<file path="src/rtl/ccd_consts.svh">
// constants for the call/clear/decrement execution block
// assumes: included by bare name from the design and bench modules
`ifndef CCD_CONSTS_SVH
`define CCD_CONSTS_SVH

// register byte offsets (address bits 11:0)
`define CCD_OFF_INSTR 12'h000
`define CCD_OFF_STATUS 12'h004
`define CCD_OFF_WREG 12'h008
`define CCD_OFF_PC 12'h00C
`define CCD_OFF_PAGE 12'h010
`define CCD_OFF_STACK 12'h014
`define CCD_OFF_WDOG 12'h018
// file register window: 0x200..0x3FC, one byte per word
`define CCD_FILE_SEL 3'h1

// instruction word fields
`define CCD_OP_MSB 2
`define CCD_OP_LSB 0
`define CCD_DST_BIT 3
`define CCD_F_MSB 10
`define CCD_F_LSB 4
`define CCD_K_MSB 26
`define CCD_K_LSB 16

// status bits
`define CCD_ST_Z 2
`define CCD_ST_PD 3
`define CCD_ST_TO 4
`define CCD_ST_BUSY 8
`define CCD_ST_SKIP 9

// reset and constant values
`define CCD_ZERO8 8'h00
`define CCD_ONE8 8'h01
`define CCD_PC_RST 13'h0000
`define CCD_PC_STEP 13'h0001
`define CCD_TO_RST 1'b1
`define CCD_PD_RST 1'b1
`define CCD_RESP_OKAY 1'b0
`define CCD_PAGE_HI 4
`define CCD_PAGE_LO 3

`endif

</file>
<file path="src/rtl/ccd_pkg.sv">
// types shared by the call/clear/decrement execution block
// assumes: nothing beyond the constants header
package ccd_pkg;
    // operation codes in the order of the instruction word field
    typedef enum logic [2:0] {
        CCD_NOP,
        CCD_CALL,
        CCD_WATCHDOG_CLEAR,
        CCD_CLEAR_FILE,
        CCD_COMPLEMENT_FILE,
        CCD_CLEAR_WORKING,
        CCD_DECREMENT_FILE,
        CCD_DECREMENT_SKIP_ZERO
    } ccd_op_t;
endpackage

</file>
<file path="src/rtl/ccd_core.sv">
// call/clear/decrement execution block with an AHB-Lite register slave
// assumes: one AHB-Lite master, single word transfers, one clock domain
//
// Behaviour
// - call pushes pc plus one onto stack top
// - call loads immediate and page latch bits 4:3 into pc
// - call takes two cycles, flags unchanged
// - watchdog clear zeroes count and prescaler
// - watchdog clear sets timeout and power-down flags
// - clear file writes zero, sets zero flag
// - complement file, routed by destination, zero updated
// - clear working writes zero, sets zero flag
// - decrement file, routed by destination, zero updated
// - decrement-skip routes result, flags untouched
// - decrement-skip zero result discards next instruction as nop
//
// The register addresses and register access over AHB-Lite were chosen for this implementation.
`timescale 1ns/1ps
`include "ccd_consts.svh"

module ccd_core #(
    parameter int FILE_DEPTH = 128,
    parameter int PRESCALE_W = 8
) (
    input wire logic clk,
    input wire logic rst,
    input wire logic ce,
    input wire logic hsel,
    input wire logic [31:0] haddr,
    input wire logic [1:0] htrans,
    input wire logic hwrite,
    input wire logic [2:0] hsize,
    input wire logic [31:0] hwdata,
    input wire logic hready,
    output logic hreadyout,
    output logic hresp,
    output logic [31:0] hrdata
);
    import ccd_pkg::*;

    // architectural state
    logic [7:0] fileMem [FILE_DEPTH];
    logic [7:0] wReg_ff, nxt_wReg;
    logic [12:0] pc_ff, nxt_pc;
    logic [7:0] pageLatch_ff, nxt_pageLatch;
    logic [12:0] stackTop_ff, nxt_stackTop;
    logic zero_ff, nxt_zero;
    logic timeout_ff, nxt_timeout;
    logic powerDown_ff, nxt_powerDown;
    logic busy_ff, nxt_busy;
    logic skip_ff, nxt_skip;
    logic [7:0] wdogCount_ff, nxt_wdogCount;
    logic [PRESCALE_W-1:0] wdogPre_ff, nxt_wdogPre;

    // bus state
    logic active_ff;
    logic write_ff;
    logic [11:0] addr_ff;
    logic [31:0] rdData_ff, nxt_rdData;

    // address phase
    logic addrTaken;
    assign addrTaken = hsel & hready & htrans[1] & ce;

    // data phase decode
    logic wrStrobe;
    logic wrInstr, wrStatus, wrWreg, wrPc, wrPage, wrFile;
    logic [6:0] busFileIdx;
    assign wrStrobe = active_ff & write_ff & ce;
    assign wrInstr = wrStrobe & (addr_ff == `CCD_OFF_INSTR);
    assign wrStatus = wrStrobe & (addr_ff == `CCD_OFF_STATUS);
    assign wrWreg = wrStrobe & (addr_ff == `CCD_OFF_WREG);
    assign wrPc = wrStrobe & (addr_ff == `CCD_OFF_PC);
    assign wrPage = wrStrobe & (addr_ff == `CCD_OFF_PAGE);
    assign wrFile = wrStrobe & (addr_ff[11:9] == `CCD_FILE_SEL);
    assign busFileIdx = addr_ff[8:2];

    // instruction issue; a word written while busy is dropped
    logic issue;
    ccd_op_t opRaw, opEff;
    logic destSel;
    logic [6:0] fileIdx;
    logic [10:0] immVal;
    logic [7:0] fileRd;
    assign issue = wrInstr & ~busy_ff;
    assign opRaw = ccd_op_t'(hwdata[`CCD_OP_MSB:`CCD_OP_LSB]);
    assign opEff = skip_ff ? CCD_NOP : opRaw;
    assign destSel = hwdata[`CCD_DST_BIT];
    assign fileIdx = hwdata[`CCD_F_MSB:`CCD_F_LSB];
    assign immVal = hwdata[`CCD_K_MSB:`CCD_K_LSB];
    assign fileRd = fileMem[fileIdx];

    logic [7:0] exResult;
    logic exToFile, exToWorking, exZeroWe, exZeroVal;
    logic [12:0] exPcNext, exPushVal;
    logic exPush, exWdogClear, exSkip, exTwoCycle;

    ccd_exec u_exec (
        .op(opEff),
        .dest(destSel),
        .fileVal(fileRd),
        .imm(immVal),
        .pageLatch(pageLatch_ff),
        .pc(pc_ff),
        .result(exResult),
        .toFile(exToFile),
        .toWorking(exToWorking),
        .zeroWe(exZeroWe),
        .zeroVal(exZeroVal),
        .pcNext(exPcNext),
        .push(exPush),
        .pushVal(exPushVal),
        .watchdogClear(exWdogClear),
        .skipNext(exSkip),
        .twoCycle(exTwoCycle)
    );

    logic doFileWr, doWdogClear;
    assign doFileWr = issue & exToFile;
    assign doWdogClear = issue & exWdogClear;

    // next state of the core registers
    assign nxt_wReg = (issue & exToWorking) ? exResult :
                      wrWreg ? hwdata[7:0] : wReg_ff;
    assign nxt_pc = issue ? exPcNext :
                    wrPc ? hwdata[12:0] : pc_ff;
    assign nxt_pageLatch = wrPage ? hwdata[7:0] : pageLatch_ff;
    assign nxt_stackTop = (issue & exPush) ? exPushVal : stackTop_ff;
    // call and decrement-skip leave exZeroWe low, so flags hold
    assign nxt_zero = (issue & exZeroWe) ? exZeroVal :
                      wrStatus ? hwdata[`CCD_ST_Z] : zero_ff;
    assign nxt_timeout = doWdogClear ? 1'b1 :
                         wrStatus ? hwdata[`CCD_ST_TO] : timeout_ff;
    assign nxt_powerDown = doWdogClear ? 1'b1 :
                           wrStatus ? hwdata[`CCD_ST_PD] : powerDown_ff;
    // second cycle of a call: further words are refused
    assign nxt_busy = issue & exTwoCycle;
    // a pending skip is consumed by the next issued word
    assign nxt_skip = issue ? exSkip : skip_ff;

    // watchdog count with its prescaler; clear wins over counting
    logic preWrap;
    assign preWrap = &wdogPre_ff;
    assign nxt_wdogPre = doWdogClear ? '0 : wdogPre_ff + 1'b1;
    assign nxt_wdogCount = doWdogClear ? `CCD_ZERO8 :
                           preWrap ? wdogCount_ff + `CCD_ONE8 :
                           wdogCount_ff;

    // one short block per register (watchdog count and prescaler share one) keeps each reset value by its enable
    always_ff @(posedge clk or posedge rst) begin
        if (rst) begin
            wReg_ff <= `CCD_ZERO8;
        end else if (ce) begin
            wReg_ff <= nxt_wReg;
        end
    end

    always_ff @(posedge clk or posedge rst) begin
        if (rst) begin
            pc_ff <= `CCD_PC_RST;
        end else if (ce) begin
            pc_ff <= nxt_pc;
        end
    end

    always_ff @(posedge clk or posedge rst) begin
        if (rst) begin
            pageLatch_ff <= `CCD_ZERO8;
        end else if (ce) begin
            pageLatch_ff <= nxt_pageLatch;
        end
    end

    // only the top entry is kept; deeper nesting is not modelled
    always_ff @(posedge clk or posedge rst) begin
        if (rst) begin
            stackTop_ff <= `CCD_PC_RST;
        end else if (ce) begin
            stackTop_ff <= nxt_stackTop;
        end
    end

    always_ff @(posedge clk or posedge rst) begin
        if (rst) begin
            zero_ff <= 1'b0;
        end else if (ce) begin
            zero_ff <= nxt_zero;
        end
    end

    // both status flags come out of reset set
    always_ff @(posedge clk or posedge rst) begin
        if (rst) begin
            timeout_ff <= `CCD_TO_RST;
        end else if (ce) begin
            timeout_ff <= nxt_timeout;
        end
    end

    always_ff @(posedge clk or posedge rst) begin
        if (rst) begin
            powerDown_ff <= `CCD_PD_RST;
        end else if (ce) begin
            powerDown_ff <= nxt_powerDown;
        end
    end

    always_ff @(posedge clk or posedge rst) begin
        if (rst) begin
            busy_ff <= 1'b0;
        end else if (ce) begin
            busy_ff <= nxt_busy;
        end
    end

    // a frozen clock enable keeps a pending skip for the next word
    always_ff @(posedge clk or posedge rst) begin
        if (rst) begin
            skip_ff <= 1'b0;
        end else if (ce) begin
            skip_ff <= nxt_skip;
        end
    end

    always_ff @(posedge clk or posedge rst) begin
        if (rst) begin
            wdogPre_ff <= '0;
            wdogCount_ff <= `CCD_ZERO8;
        end else if (ce) begin
            wdogPre_ff <= nxt_wdogPre;
            wdogCount_ff <= nxt_wdogCount;
        end
    end

    // file registers: no reset, contents undefined until written
    always_ff @(posedge clk) begin
        if (ce) begin
            if (doFileWr) begin
                fileMem[fileIdx] <= exResult;
            end else if (wrFile) begin
                fileMem[busFileIdx] <= hwdata[7:0];
            end
        end
    end

    // read mux sampled in the address phase; unmapped reads give zero
    logic [11:0] apAddr;
    logic [31:0] statusWord;
    assign apAddr = haddr[11:0];
    always_comb begin
        statusWord = '0;
        statusWord[`CCD_ST_Z] = zero_ff;
        statusWord[`CCD_ST_PD] = powerDown_ff;
        statusWord[`CCD_ST_TO] = timeout_ff;
        statusWord[`CCD_ST_BUSY] = busy_ff;
        statusWord[`CCD_ST_SKIP] = skip_ff;
    end

    always_comb begin
        nxt_rdData = '0;
        if (apAddr[11:9] == `CCD_FILE_SEL) begin
            nxt_rdData = {24'h000000, fileMem[apAddr[8:2]]};
        end else begin
            case (apAddr)
                `CCD_OFF_STATUS: nxt_rdData = statusWord;
                `CCD_OFF_WREG: nxt_rdData = {24'h000000, wReg_ff};
                `CCD_OFF_PC: nxt_rdData = {19'h00000, pc_ff};
                `CCD_OFF_PAGE: nxt_rdData = {24'h000000, pageLatch_ff};
                `CCD_OFF_STACK: nxt_rdData = {19'h00000, stackTop_ff};
                `CCD_OFF_WDOG: begin
                    nxt_rdData[7:0] = wdogCount_ff;
                    nxt_rdData[8 +: PRESCALE_W] = wdogPre_ff;
                end
                default: nxt_rdData = '0;
            endcase
        end
    end

    always_ff @(posedge clk or posedge rst) begin
        if (rst) begin
            active_ff <= 1'b0;
            write_ff <= 1'b0;
            addr_ff <= 12'h000;
        end else if (ce) begin
            active_ff <= addrTaken;
            write_ff <= hwrite;
            addr_ff <= apAddr;
        end
    end

    // read data stands until the next read is taken, so the master
    // may take it at the end of the data phase
    always_ff @(posedge clk or posedge rst) begin
        if (rst) begin
            rdData_ff <= 32'h00000000;
        end else if (ce & addrTaken & ~hwrite) begin
            rdData_ff <= nxt_rdData;
        end
    end

    // zero wait states; a low clock enable stalls the bus instead
    assign hreadyout = ce;
    assign hresp = `CCD_RESP_OKAY;
    assign hrdata = rdData_ff;
endmodule

</file>
<file path="src/rtl/ccd_exec.sv">
// combinational execution of one instruction of the group
// assumes: caller supplies operands and commits results on one edge
`timescale 1ns/1ps
`include "ccd_consts.svh"

module ccd_exec (
    input wire ccd_pkg::ccd_op_t op,
    input wire logic dest,
    input wire logic [7:0] fileVal,
    input wire logic [10:0] imm,
    input wire logic [7:0] pageLatch,
    input wire logic [12:0] pc,
    output logic [7:0] result,
    output logic toFile,
    output logic toWorking,
    output logic zeroWe,
    output logic zeroVal,
    output logic [12:0] pcNext,
    output logic push,
    output logic [12:0] pushVal,
    output logic watchdogClear,
    output logic skipNext,
    output logic twoCycle
);
    import ccd_pkg::*;

    logic [7:0] decVal;
    logic [7:0] compVal;

    assign decVal = fileVal - `CCD_ONE8;
    assign compVal = ~fileVal;

    always_comb begin
        result = `CCD_ZERO8;
        toFile = 1'b0;
        toWorking = 1'b0;
        zeroWe = 1'b0;
        zeroVal = 1'b0;
        pcNext = pc + `CCD_PC_STEP;
        push = 1'b0;
        pushVal = pc + `CCD_PC_STEP;
        watchdogClear = 1'b0;
        skipNext = 1'b0;
        twoCycle = 1'b0;
        case (op)
            CCD_CALL: begin
                push = 1'b1;
                pcNext = {pageLatch[`CCD_PAGE_HI:`CCD_PAGE_LO], imm};
                twoCycle = 1'b1;
            end
            CCD_WATCHDOG_CLEAR: begin
                watchdogClear = 1'b1;
            end
            CCD_CLEAR_FILE: begin
                result = `CCD_ZERO8;
                toFile = 1'b1;
                zeroWe = 1'b1;
                zeroVal = 1'b1;
            end
            CCD_COMPLEMENT_FILE: begin
                result = compVal;
                toFile = dest;
                toWorking = ~dest;
                zeroWe = 1'b1;
                zeroVal = (compVal == `CCD_ZERO8);
            end
            CCD_CLEAR_WORKING: begin
                result = `CCD_ZERO8;
                toWorking = 1'b1;
                zeroWe = 1'b1;
                zeroVal = 1'b1;
            end
            CCD_DECREMENT_FILE: begin
                result = decVal;
                toFile = dest;
                toWorking = ~dest;
                zeroWe = 1'b1;
                zeroVal = (decVal == `CCD_ZERO8);
            end
            CCD_DECREMENT_SKIP_ZERO: begin
                // flags untouched: zeroWe stays low
                result = decVal;
                toFile = dest;
                toWorking = ~dest;
                skipNext = (decVal == `CCD_ZERO8);
            end
            default: begin
                result = `CCD_ZERO8;
            end
        endcase
    end
endmodule

</file>
<file path="config.mk">
export PLATFORM = sky130hd
export DESIGN_NAME = ccd_core
export DESIGN_NICKNAME = d
export VERILOG_FILES = /design/src/rtl/ccd_pkg.sv /design/src/rtl/ccd_core.sv /design/src/rtl/ccd_exec.sv
export VERILOG_INCLUDE_DIRS = /design/src /design/src/rtl
export SDC_FILE = /design/constraint.sdc
export NUM_CORES = 2
export LEC_CHECK = 0
export BUFFER_PORTS_ARGS = -buffer_cell sky130_fd_sc_hd__buf_2
export CAP_MARGIN = 30
export CELL_PAD_IN_SITES_DETAIL_PLACEMENT = 0
export CELL_PAD_IN_SITES_GLOBAL_PLACEMENT = 1
export CORE_UTILIZATION = 40
export CTS_CLUSTER_SIZE = 14
export DETAILED_ROUTE_END_ITERATION = 6
export PLACE_DENSITY_LB_ADDON = 0.1
export REMOVE_ABC_BUFFERS = 1
export SLEW_MARGIN = 20
export SYNTH_ARGS = -nofsm -noshare
export SYNTH_HDL_FRONTEND = slang
export SYNTH_SLANG_ARGS = --single-unit
</file>
<file path="constraint.sdc">
create_clock -name clk -period 13.33 [get_ports clk]
set_input_delay 0 -clock clk [delete_from_list [all_inputs] [get_ports clk]]
set_output_delay 0 -clock clk [all_outputs]
set_load 0.02 [all_outputs]
</file>
==> metrics.md <==
| Metric | Value |
|---|---|
| Outcome | `finished clean` |
| Synthesized area | `53,100 µm²` |
| Worst r2r src | `fileMem[93][1]$_DFFE_PP_` |
| Root buf cell | `clkbuf_16` |
| Post-synth EDFFs | `between 1,000 and 1,500` |
| Least-Margin Pin Slew | `approximately 1200 ps` |
| Crit path launch | `hwdata[4]` |
| Seq/Total Area, Yosys | `roughly 62%` |
| Number of fill cells | `approximately 11,000` |
| Post-synth top area cell | `edfxtp_1` |
| Flop and latch count out of synthesis | `1,117` |
| Sum Neg Setup Slack | `0 ps` |
| CP cell instances | `dlygate4sd3_1, buf_8, buf_4, buf_4, mux4_2, mux4_2, mux4_2, mux2i_1, ha_1, inv_1, xnor2_1, o22ai_1, nor2_1, nor2_4, buf_4` |
| FF-to-FF path depth | `11` |
| CTS tree | `built` |
| Power Total | `7936 µW` |
| Clock H-tree levels | `3` |
| Gate count of the mapped netlist | `between 2,000 and 3,000` |
| Clock skew | `~34 ps` |
| Register area | `33,080 µm²` |
| Worst slew margin | `around 18%` |
| Synth top area cells | `edfxtp_1 58%, mux4_2 27%, dfrtp_1 4.3%, nor2_1 1.7%, mux2i_1 1.1%` |
| Drt first-iter violations | `roughly 3,300` |
| CP endpoint | `fileMem[40][2]$_DFFE_PP_` |
| Antenna Nets Post-Route | `0` |
| Final worst-path cycle share | `between 50% and 60%` |
| RSZ-0062 raised after global routing | `false` |
| CTS Buf Count | `about 120` |
| Die area | `between 100,000 and 150,000 µm²` |
| Die H | `approximately 370 µm` |
| Synth top cells by count | `1,024 x edfxtp_1, 631 x mux4_2, 238 x nor2_1, 128 x clkbuf_1, 91 x dfrtp_1` |
| Cell Count, Final, Fillers Out | `around 4,800` |
| Critical path data required time | `13,710 ps` |
| Synth warnings | `0` |
| Slew Limit Fails | `0` |
| Setup Viol. Count Final | `0` |
| Syn_area_per_cell | `approximately 19 µm²` |
| Pin count of the biggest net entering global routing | `130` |
| Routed WL | `between 150,000 and 200,000 µm` |
| DR vias/cell | `around 6.2` |
| Grt total ovfl | `0` |
| Initial Utilization | `approximately 40%` |
| CP max FO | `96` |
| Multi-input logic area | `between 15,000 and 20,000 µm²` |
| Placed wire-length estimate | `between 100,000 and 150,000 µm` |
| FMAX | `145.8 MHz` |
| Core region area | `roughly 130,000 µm²` |
| Layout cells sized above 1 | `a little under two fifths` |
| Top cell type's share of synthesized area | `about 58%` |
| P_leak | `between 0.015 and 0.02 µW` |
| Setup Fix Bufs, Post-CTS | `0` |
| WL per Instance | `~34 µm` |
| Post-Place Cells | `roughly 4,500` |
| MaxCap Viol Count | `0` |
| Vias in the first global route | `about 31,000` |
| Async SR Flop Fraction | `under 10%` |
| Top FF cell, synth | `edfxtp_1` |
| Synth unique cells | `65` |
| Initial DRT Pass Iterations | `5` |
| Clock Latency Late Sink | `about 750 ps` |
| Sink Count | `around 1,100` |
| Setup crit end kind | `flop` |
| Startpoint types | `input port` |
| R2r setup slk | `8090 ps` |
| NumNets Final | `roughly 3,000` |
| Crit Path Category | `input port to flop` |
| Highest cell delay on the worst timing path | `830 ps` |
| Minimum clock period after layout | `between 6000 and 7000 ps` |
| Initial antenna violation count | `6` |
| Hold Path Depth | `3` |
| Global-route wire length before repair | `between 200,000 and 250,000 µm` |
| Area growth syn-to-layout | `13.84%` |
| GRT Util Overall | `25.04%` |
| Count leader, synth | `edfxtp_1` |
| Row cnt | `around 130` |
| Fin. Hold Viols | `0` |
| PD cells | `~130 nW/µm²` |
| Hold crit path type | `input port to flop` |
| RR Endpoint | `fileMem[40][2]$_DFFE_PP_` |
| Clock slew at reported path FFs | `approximately 60 ps` |
| Routed via count | `~30,000` |
| IO buf count | `a little under 60` |
| Clock Path Buffers | `3` |
| I/O pin count | `109` |
| GPL Wtd Cong | `approximately 0.86` |
| Chip Width | `approximately 370 µm` |
| Drt drc | `0` |
| Peak supply drop | `around 0.00011 V` |
| Crit path DAT | `about 7200 ps` |
| Slowest stage cell on the critical path | `buf_4` |
## state kept, by name (all words and copies together) (netlist names)
name / flops
zero_ff: 1
fileMem: 1024
busy_ff: 1
wReg_ff: 8
pageLatch_ff: 8
wdogCount_ff: 8
skip_ff: 1
wdogPre_ff: 8
hrdata: 16
active_ff: 1
write_ff: 1
timeout_ff: 1
addr_ff: 12
stackTop_ff: 13
pc_ff: 13
powerDown_ff: 1
## through the flow
step / setup slack (ps) / util [%] / hold slack [ps] / instance area, µm²
after floorplan: 5563 / - / 0 / 52070
after global placement: 6542 / 42.40 / -45.51 / 55810
after detailed placement: 6328 / 42.64 / -38.35 / 56130
after CTS: 6527 / 45.85 / 25.40 / 60360
after global routing: 6071 / 45.92 / 85.29 / 60440
final: 6473 / 45.92 / 87.69 / 60440
## layer usage
layer / track usage [%] / wire length (µm) / up-vias
li1: - / - / 12140
met4: 7.185 / 4384 / 0
met2: 39.86 / 79580 / 1257
met5: 0 / 0 / -
met3: 4.305 / 11560 / 204
met1: 35.52 / 70790 / 16400
## power breakdown
part           leakage (µW)  total [µW]  internal, µW  switching [µW]
Combinational       0.00706         762           289             472
Clock               0.00185        3230          1800            1430
Sequential           0.0106        3950          3920            26.3
## layout by cell type, fill, tap and decap left out, types with 6 or more instances in the layout
| cell type | n |
|---|---|
| nand2_1 | 73 |
| a211oi_1 | 18 |
| mux2_2 | 32 |
| clkinv_2 | 32 |
| buf_4 | 150 |
| clkbuf_16 | 123 |
| a31oi_1 | 12 |
| nand4_1 | 12 |
| dlygate4sd3_1 | 47 |
| buf_6 | 10 |
| a22oi_1 | 33 |
| xor2_1 | 15 |
| conb_1 | 17 |
| dfrtp_1 | 91 |
| or3_1 | 7 |
| a21oi_1 | 53 |
| nor2_1 | 211 |
| inv_1 | 16 |
| clkbuf_1 | 20 |
| mux2i_1 | 60 |
| nor3_1 | 13 |
| ha_1 | 6 |
| nand3_1 | 27 |
| nor2b_1 | 10 |
| edfxtp_1 | 1024 |
| clkinv_1 | 31 |
| buf_2 | 51 |
| o21ai_0 | 35 |
| o21ai_1 | 6 |
| buf_8 | 9 |
| nand2b_1 | 16 |
| nor2_2 | 25 |
| xnor2_1 | 12 |
| or2_2 | 19 |
| bufinv_16 | 6 |
| o22ai_1 | 17 |
| mux4_2 | 631 |
## logic make-up after synthesis
| kind of cell | count (synthesis) | synth area share [%] |
|---|---|---|
| compound gates | 214 | 2.559 |
| xor+xnor | 27 | 0.4454 |
| other cells | 1 | 0.007063 |
| flops | 1117 | 62.30 |
| buf+inv | 256 | 2.184 |
| mux | 723 | 28.57 |
| fa+ha+maj | 6 | 0.1414 |
| simple gates | 445 | 3.787 |
## how the worst min path moves through the flow
stage	start	endpoint	slack [ps]
2_1_floorplan	ce	hreadyout	0
3_3_place_gp	rst	wdogPre_ff[4]$_DFFE_PP0P_	-50
3_5_place_dp	rst	wdogPre_ff[4]$_DFFE_PP0P_	-40
4_1_cts	haddr[6]	addr_ff[6]$_DFFE_PP0P_	30
5_1_grt	haddr[6]	addr_ff[6]$_DFFE_PP0P_	90
6_report	haddr[6]	addr_ff[6]$_DFFE_PP0P_	90
## area by class of cell
class	instances	area share (%)
sequential	1117	54.73
clock buffer	143	5.217
clock inverter	84	1.006
inverter	20	0.1283
multi-input combinational	1432	31.57
tap	1755	3.633
timing repair buffer	274	3.718
antenna	1	0.004140
## worst max-delay path: cells and delay by family
| kind | cells | cell delay, ps |
|---|---|---|
| AO/OA/AOI/OAI | 1 | 240 |
| XOR/XNOR | 1 | 140 |
| adder cells (fa/ha/maj) | 1 | 280 |
| buffers and inverters | 6 | 3370 |
| multiplexers | 4 | 2150 |
| AND/OR/NAND/NOR | 2 | 670 |
## timing repair
item | in CTS | in global routing
endpoints found under the hold margin | 161 | 0
resized for setup | 0 | 0
hold buffers | 47 | 0
Power figures use the tool's default switching activity.
